## src/design/vsg_pkg.sv

```systemverilog
`default_nettype none

package vsg_pkg;

    // ----------------------------------------
    // command codes
    // ----------------------------------------
    localparam logic [7:0] CMD_SENSE_GAIN = 8'h2A;
    localparam logic [7:0] CMD_FLOOR_LIMIT = 8'h2B;

    // ----------------------------------------
    // sense-gain field layout
    // ----------------------------------------
    localparam int GAIN_EXP_HI = 15;
    localparam int GAIN_EXP_LO = 11;
    localparam int GAIN_MANT_HI = 3;
    localparam logic [4:0] GAIN_EXPONENT = 5'h1D;
    localparam logic [3:0] GAIN_MANT_RESET = 4'h8;

    // restore mantissas for gains 0.125, 0.25, 0.5, 1.0
    localparam logic [3:0] RESTORE_G0 = 4'h1;
    localparam logic [3:0] RESTORE_G1 = 4'h2;
    localparam logic [3:0] RESTORE_G2 = 4'h4;
    localparam logic [3:0] RESTORE_G3 = 4'h8;

    // ----------------------------------------
    // floor-limit field layout
    // ----------------------------------------
    localparam int FLOOR_HI = 11;
    localparam logic [11:0] FLOOR_RESET = 12'h000;
    localparam logic [11:0] FLOOR_VALID_MIN_DEF = 12'h000;
    localparam logic [11:0] FLOOR_VALID_MAX_DEF = 12'hFFF;

    // gain setting code: 0 = 0.125, 1 = 0.25, 2 = 0.5, 3 = 1.0
    typedef logic [1:0] vsg_gain_t;

    typedef enum logic [1:0] {
        SRC_NONE,
        SRC_NVM,
        SRC_PIN
    } vsg_src_e;

endpackage : vsg_pkg

`default_nettype wire

```

## src/design/vsg_gain_map.sv

```systemverilog
`timescale 1ns/1ps
`default_nettype none

// maps a nonzero mantissa to the divider gain code of its highest set bit, rounding down; zero gives code 0
module vsg_gain_map (
    input wire logic [3:0] mant_in,
    output logic [1:0] gain_out,
    output logic [3:0] restore_out
);

    function automatic logic [1:0] gain_of(input logic [3:0] m);
        if (m[3])
            gain_of = 2'h3;
        else if (m[2])
            gain_of = 2'h2;
        else if (m[1])
            gain_of = 2'h1;
        else
            gain_of = 2'h0;
    endfunction : gain_of

    wire logic [1:0] code;

    assign code = gain_of(mant_in);
    assign gain_out = code;
    assign restore_out = (code == 2'h3) ? vsg_pkg::RESTORE_G3 :
                         (code == 2'h2) ? vsg_pkg::RESTORE_G2 :
                         (code == 2'h1) ? vsg_pkg::RESTORE_G1 :
                         vsg_pkg::RESTORE_G0;

endmodule : vsg_gain_map

`default_nettype wire

```

## src/design/vsg_floor_check.sv

```systemverilog
`timescale 1ns/1ps
`default_nettype none

// compares a target against the floor and checks a floor write for range
module vsg_floor_check (
    input wire logic [11:0] target_in,
    input wire logic [11:0] floor_in,
    input wire logic [11:0] wdata_in,
    input wire logic [11:0] vmin_in,
    input wire logic [11:0] vmax_in,
    output logic below_out,
    output logic wr_bad_out
);

    assign below_out = target_in < floor_in;
    assign wr_bad_out = (wdata_in < vmin_in) || (wdata_in > vmax_in);

endmodule : vsg_floor_check

`default_nettype wire

```

## src/design/vsg_regs.sv

```systemverilog
`timescale 1ns/1ps
`default_nettype none

// ----------------------------------------
// ----------------------------------------
module vsg_regs (
    input wire logic clk_in,
    input wire logic srst_in,
    // word command port
    input wire logic wr_in,
    input wire logic rd_in,
    input wire logic [7:0] cmd_in,
    input wire logic [15:0] wdata_in,
    output logic [15:0] rdata_out,
    output logic rvalid_out,
    output logic unsup_out,
    output logic invalid_out,
    // straps and restore
    input wire logic feedback_mode_strap_in,
    input wire logic strap_override_bit_in,
    input wire logic [3:0] pin_gain_mant_in,
    input wire logic [3:0] nvm_gain_mant_in,
    input wire logic [11:0] nvm_floor_in,
    input wire logic restore_in,
    input wire logic [3:0] loop_gain_mant_in,
    // regulation side
    input wire logic converting_in,
    input wire logic [11:0] target_in,
    input wire logic [11:0] vmin_in,
    input wire logic [11:0] vmax_in,
    output logic [1:0] sense_gain_out,
    output logic [11:0] applied_target_out,
    output logic clamp_out,
    output logic status_other_out,
    output logic status_word_vout_out,
    output logic status_vout_warn_out,
    output logic alert_out,
    input wire logic status_clear_in
);

    // ----------------------------------------
    // state
    // ----------------------------------------
    logic [3:0] gain_mant;
    logic [11:0] floor_val;
    logic restore_done;

    wire logic external_fb;
    wire logic [3:0] shown_mant;
    wire logic [1:0] gain_code;
    wire logic [3:0] restore_mant;
    wire logic [3:0] boot_src_mant;
    wire logic wr_gain;
    wire logic wr_floor;
    wire logic gain_refused;
    wire logic below;
    wire logic wr_bad;
    wire logic warn;
    wire logic [15:0] next_rdata;

    assign external_fb = feedback_mode_strap_in;
    // internal divider shows the loop gain instead of the stored value
    assign shown_mant = external_fb ? gain_mant : loop_gain_mant_in;
    assign wr_gain = wr_in && (cmd_in == vsg_pkg::CMD_SENSE_GAIN);
    assign wr_floor = wr_in && (cmd_in == vsg_pkg::CMD_FLOOR_LIMIT);
    assign gain_refused = wr_gain && !external_fb;

    vsg_gain_map u_map (
        .mant_in(shown_mant),
        .gain_out(gain_code),
        .restore_out()
    );

    vsg_gain_map u_restore_map (
        .mant_in(nvm_gain_mant_in),
        .gain_out(),
        .restore_out(restore_mant)
    );

    vsg_floor_check u_chk (
        .target_in(target_in),
        .floor_in(floor_val),
        .wdata_in(wdata_in[vsg_pkg::FLOOR_HI:0]),
        .vmin_in(vmin_in),
        .vmax_in(vmax_in),
        .below_out(below),
        .wr_bad_out(wr_bad)
    );

    // pin resistance wins unless the override strap says nvm
    assign boot_src_mant = strap_override_bit_in ? restore_mant : pin_gain_mant_in;

    // floor above target or target dropped below floor, both while converting
    assign warn = converting_in && below;

    // exponent fixed, unused bits zero: only mantissa is stored
    assign next_rdata =
        (cmd_in == vsg_pkg::CMD_SENSE_GAIN) ?
            {vsg_pkg::GAIN_EXPONENT, 7'h00, shown_mant} :
        (cmd_in == vsg_pkg::CMD_FLOOR_LIMIT) ? {4'h0, floor_val} :
        16'h0000;

    // ----------------------------------------
    // registers
    // ----------------------------------------
    always_ff @(posedge clk_in)
    begin
        if (srst_in)
        begin
            gain_mant <= vsg_pkg::GAIN_MANT_RESET;
            floor_val <= vsg_pkg::FLOOR_RESET;
            restore_done <= 1'b0;
        end
        else if (restore_in || !restore_done)
        begin
            gain_mant <= boot_src_mant;
            floor_val <= nvm_floor_in;
            restore_done <= 1'b1;
        end
        else
        begin
            if (wr_gain && external_fb)
                gain_mant <= wdata_in[vsg_pkg::GAIN_MANT_HI:0];
            if (wr_floor && !wr_bad)
                floor_val <= wdata_in[vsg_pkg::FLOOR_HI:0];
        end
    end

    always_ff @(posedge clk_in)
    begin
        if (srst_in)
        begin
            rdata_out <= 16'h0000;
            rvalid_out <= 1'b0;
            sense_gain_out <= 2'h3;
            applied_target_out <= 12'h000;
            clamp_out <= 1'b0;
        end
        else
        begin
            rvalid_out <= rd_in;
            if (rd_in)
                rdata_out <= next_rdata;
            sense_gain_out <= gain_code;
            applied_target_out <= warn ? floor_val : target_in;
            clamp_out <= warn;
        end
    end

    // sticky status; a new event in the clear cycle wins
    always_ff @(posedge clk_in)
    begin
        if (srst_in)
        begin
            status_other_out <= 1'b0;
            status_word_vout_out <= 1'b0;
            status_vout_warn_out <= 1'b0;
            unsup_out <= 1'b0;
            invalid_out <= 1'b0;
            alert_out <= 1'b0;
        end
        else
        begin
            status_other_out <= warn | (status_other_out & ~status_clear_in);
            status_word_vout_out <= warn | (status_word_vout_out & ~status_clear_in);
            status_vout_warn_out <= warn | (status_vout_warn_out & ~status_clear_in);
            unsup_out <= gain_refused | (unsup_out & ~status_clear_in);
            invalid_out <= (wr_floor & wr_bad) | (invalid_out & ~status_clear_in);
            alert_out <= warn | gain_refused | (wr_floor & wr_bad) |
                         (alert_out & ~status_clear_in);
        end
    end
endmodule : vsg_regs

`default_nettype wire

```

## config.mk

```make
export PLATFORM = sky130hd
export DESIGN_NAME = vsg_regs
export DESIGN_NICKNAME = d
export VERILOG_FILES = /design/src/design/vsg_pkg.sv /design/src/design/vsg_gain_map.sv /design/src/design/vsg_floor_check.sv /design/src/design/vsg_regs.sv
export SDC_FILE = /design/constraint.sdc
export NUM_CORES = 1
export LEC_CHECK = 0
export BUFFER_PORTS_ARGS = -buffer_cell sky130_fd_sc_hd__clkbuf_2
export CAP_MARGIN = 20
export CORE_MARGIN = 1
export CORE_UTILIZATION = 48
export DETAILED_ROUTE_END_ITERATION = 7
export GPL_ROUTABILITY_DRIVEN = 0
export PLACE_DENSITY_LB_ADDON = 0.3
export SYNTH_ARGS = -nofsm -noshare
export SYNTH_HDL_FRONTEND = slang
export SYNTH_SLANG_ARGS = --single-unit
```

## constraint.sdc

```tcl
create_clock -name clk_in -period 2.9 [get_ports clk_in]
set_clock_uncertainty 0.1 [all_clocks]
set_input_delay 0.29 -clock clk_in [delete_from_list [all_inputs] [get_ports clk_in]]
set_output_delay 0.29 -clock clk_in [all_outputs]
set_load 0.02 [all_outputs]
```

==> impl_metrics.tcl <==
set metrics [dict create \
    min-delay-start "loop_gain_mant_in[1]" \
    finalMaxSlewViolations 0 \
    antenna_found_initial 0 \
    cp_max_fo 13 \
    required_ns 3.02 \
    async_flop_share_pct 0 \
    row_count 29 \
    cts_root_buf "clkbuf_8" \
    status "finished, final reports clean" \
    clk_latency_ns 0.30 \
    wl_per_cell_um 13.6 \
    die_y_um 82.9 \
    clockBufferDepth 2 \
    layout.nets 609 \
    drtAntennaViolNets 0 \
    final_common_cell "clkbuf_2" \
    place_hpwl_um 6320 \
    maxCapViolCount 0 \
    rsz0062_at_grt "false" \
    cts_hold_buf 0 \
    cts_max_level 2 \
    cts_tree "yes" \
    numCtsBuffers 5 \
    stdcell_count 560 \
    grt_pass1_wl_um 12600 \
    start_util_pct 49.7 \
    worstPathCellList "clkbuf_2, ha_1, nand2_1, o21a_1, o211a_1, a221oi_2, o21ai_0, a41oi_1" \
    placed_area_um2 3750 \
    critPathMaxStageDelay_ns 0.73 \
    post_cts_buffers 0 \
    r2r_cells 8 \
    p_per_area_nw_per_um2 434 \
    final_hold_viol_count 0 \
    final_cell_mix "clkbuf_2, dfxtp_1, inv_1, ha_1, a21oi_1" \
    min_period_over_period_pct 83.3 \
    grt_max_degree 41 \
    r2r_setup_slack_ns 0.56 \
    clkTransAtPathRegs_ns 0.09 \
    synthCells 371 \
    fp.dieW_um 82.9 \
    num_vias 3087 \
    synth.avg_cell_area_um2 8.46 \
    critPathLaunchType "input port" \
    slowest_stage "a221oi_2" \
    die-area_um2 6870 \
    ctsResizeCount 0 \
    totalPowerFinal_mw 1.68 \
    antenna_cells 0 \
    dominantRegCellSynth "dfxtp_1" \
    vias_per_cell 5.51 \
    worstSetupEndpointType "flop" \
    io_pins 131 \
    wl_um 7620 \
    place_inst 552 \
    critPathTopFamily "compound AO/OA/AOI/OAI gates" \
    relSlewSlack_pct 43.0 \
    syn_nets 498 \
    min_period_ns 2.42 \
    syn_to_final_growth_pct 23.4 \
    peakVddDrop_mv 0.350 \
    setup_viol 0 \
    max_freq_ghz 0.414 \
    first_iter_violations 158 \
    min_path_cells 3 \
    critPathBufInv 1 \
    synth-edff-count 0 \
    yosysWarnings 0 \
    drc 0 \
    portBuffers 124 \
    syn_area_um2 3140 \
    leakagePower_nw 1.87 \
    ys_types 46 \
    drive_gt1_share_pct 30.2 \
    hold_path_class "in -> reg" \
    cp_data_arrival_time_ns 2.53 \
    core_area_um2 6310 \
    min_to "sense_gain_out[0]" \
    fin_area_um2 3870 \
    drtPass1Iterations 5 \
    rr_startpoint "floor_val[1]" \
    tightestPinTransition_ns 0.855 \
    ys_ff_latch 52 \
    criticalPathCategory "in -> reg" \
    grt_use_total_pct 21.8 \
    grt_pass1_vias 2805 \
    clkSinkCount 52 \
    ys_seq_area_share_pct 33.2 \
    grt-ovfl-total 0 \
    fin_tns_setup_ns 0 \
    timing.rr.end "applied_target_out[7]" \
]
-- per-stage QoR --
stage	hold WS (ns)	util (%)	setup slack [ns]
after floorplan	0.294	-	0.874
after global placement	0.357	59.5	0.281
after detailed placement	0.369	59.5	0.194
after CTS	0.112	61.4	0.490
after global routing	0.121	61.4	0.263
final	0.118	61.4	0.483
-- state kept, by name, summed over array words and instances, names as in the netlist, 2 cells and up --
| register | count |
|---|---|
| sense_gain_out | 2 |
| floor_val | 12 |
| rdata_out | 13 |
| gain_mant | 4 |
| applied_target_out | 12 |
-- routing by layer --
layer	share of wire, %	wire [um]	vias to the layer above	track usage [%]
li1	-	-	1574	-
met1	45	3400	1373	28.8
met2	46	3510	134	36.5
met3	8.4	641	6	5.17
met4	0.77	59	0	4.23
met5	0	0	-	0
-- layout make-up --
type / count / area (um2)
fill: 600 / 2440
multi-input combinational: 257 / 1820
sequential: 52 / 1040
timing repair buffer: 128 / 651
inverter: 38 / 143
tap: 77 / 96.3
clock buffer: 6 / 82.6
clock inverter: 2 / 38.8
-- synthesized netlist by cell type (4+ instances only) --
cell type,instances,area (um2)
dfxtp_1,52,1040
inv_1,38,143
ha_1,34,425
a21oi_1,32,160
o21ai_0,21,105
nand3_1,19,95.1
nor2_1,19,71.3
nand4_1,15,93.8
clkbuf_1,13,48.8
a31oi_1,12,75.1
o31ai_1,12,90.1
nand2_1,9,33.8
nand2b_1,8,50.1
nor2b_1,8,50.1
a22oi_1,7,52.6
o21ai_1,7,35.0
a211oi_1,6,45.0
a21o_1,5,37.5
a222oi_1,4,40.0
buf_2,4,20.0
mux2_2,4,45.0
nor3_1,4,20.0
-- cell families after synthesis --
| group | Yosys count | synth area share (%) |
|---|---|---|
| AO/OA/AOI/OAI | 121 | 25.0 |
| AND/OR/NAND/NOR | 94 | 17.0 |
| buffers and inverters | 62 | 8.77 |
| flip-flops | 52 | 33.2 |
| adder cells (fa/ha/maj) | 34 | 13.6 |
| multiplexers | 7 | 2.39 |
| other | 1 | 0.119 |
-- how the worst max path moves through the flow --
| stage | start | end | slack, ns | depth (start not counted) |
|---|---|---|---|---|
| after floorplan | floor_val[1] | applied_target_out[11] | 0.87 | 8 |
| after global placement | wdata_in[11] | alert_out | 0.28 | 8 |
| after detailed placement | wdata_in[11] | alert_out | 0.19 | 8 |
| after CTS | wdata_in[11] | alert_out | 0.49 | 8 |
| after global routing | wdata_in[11] | alert_out | 0.26 | 8 |
| final | wdata_in[11] | alert_out | 0.48 | 8 |
-- report_power, final --
group | switching [mW] | internal [mW]
sequential | 0.0249 | 0.752
combinational | 0.228 | 0.163
clock | 0.233 | 0.282
total | 0.485 | 1.20
-- worst min-delay path, delay by kind of cell --
family / cells / cell delay (ns)
AND/OR/NAND/NOR: 1 / 0.06
buffers and inverters: 1 / 0.09
AO/OA/AOI/OAI: 1 / 0.05
(Power assumes the default switching activity.)
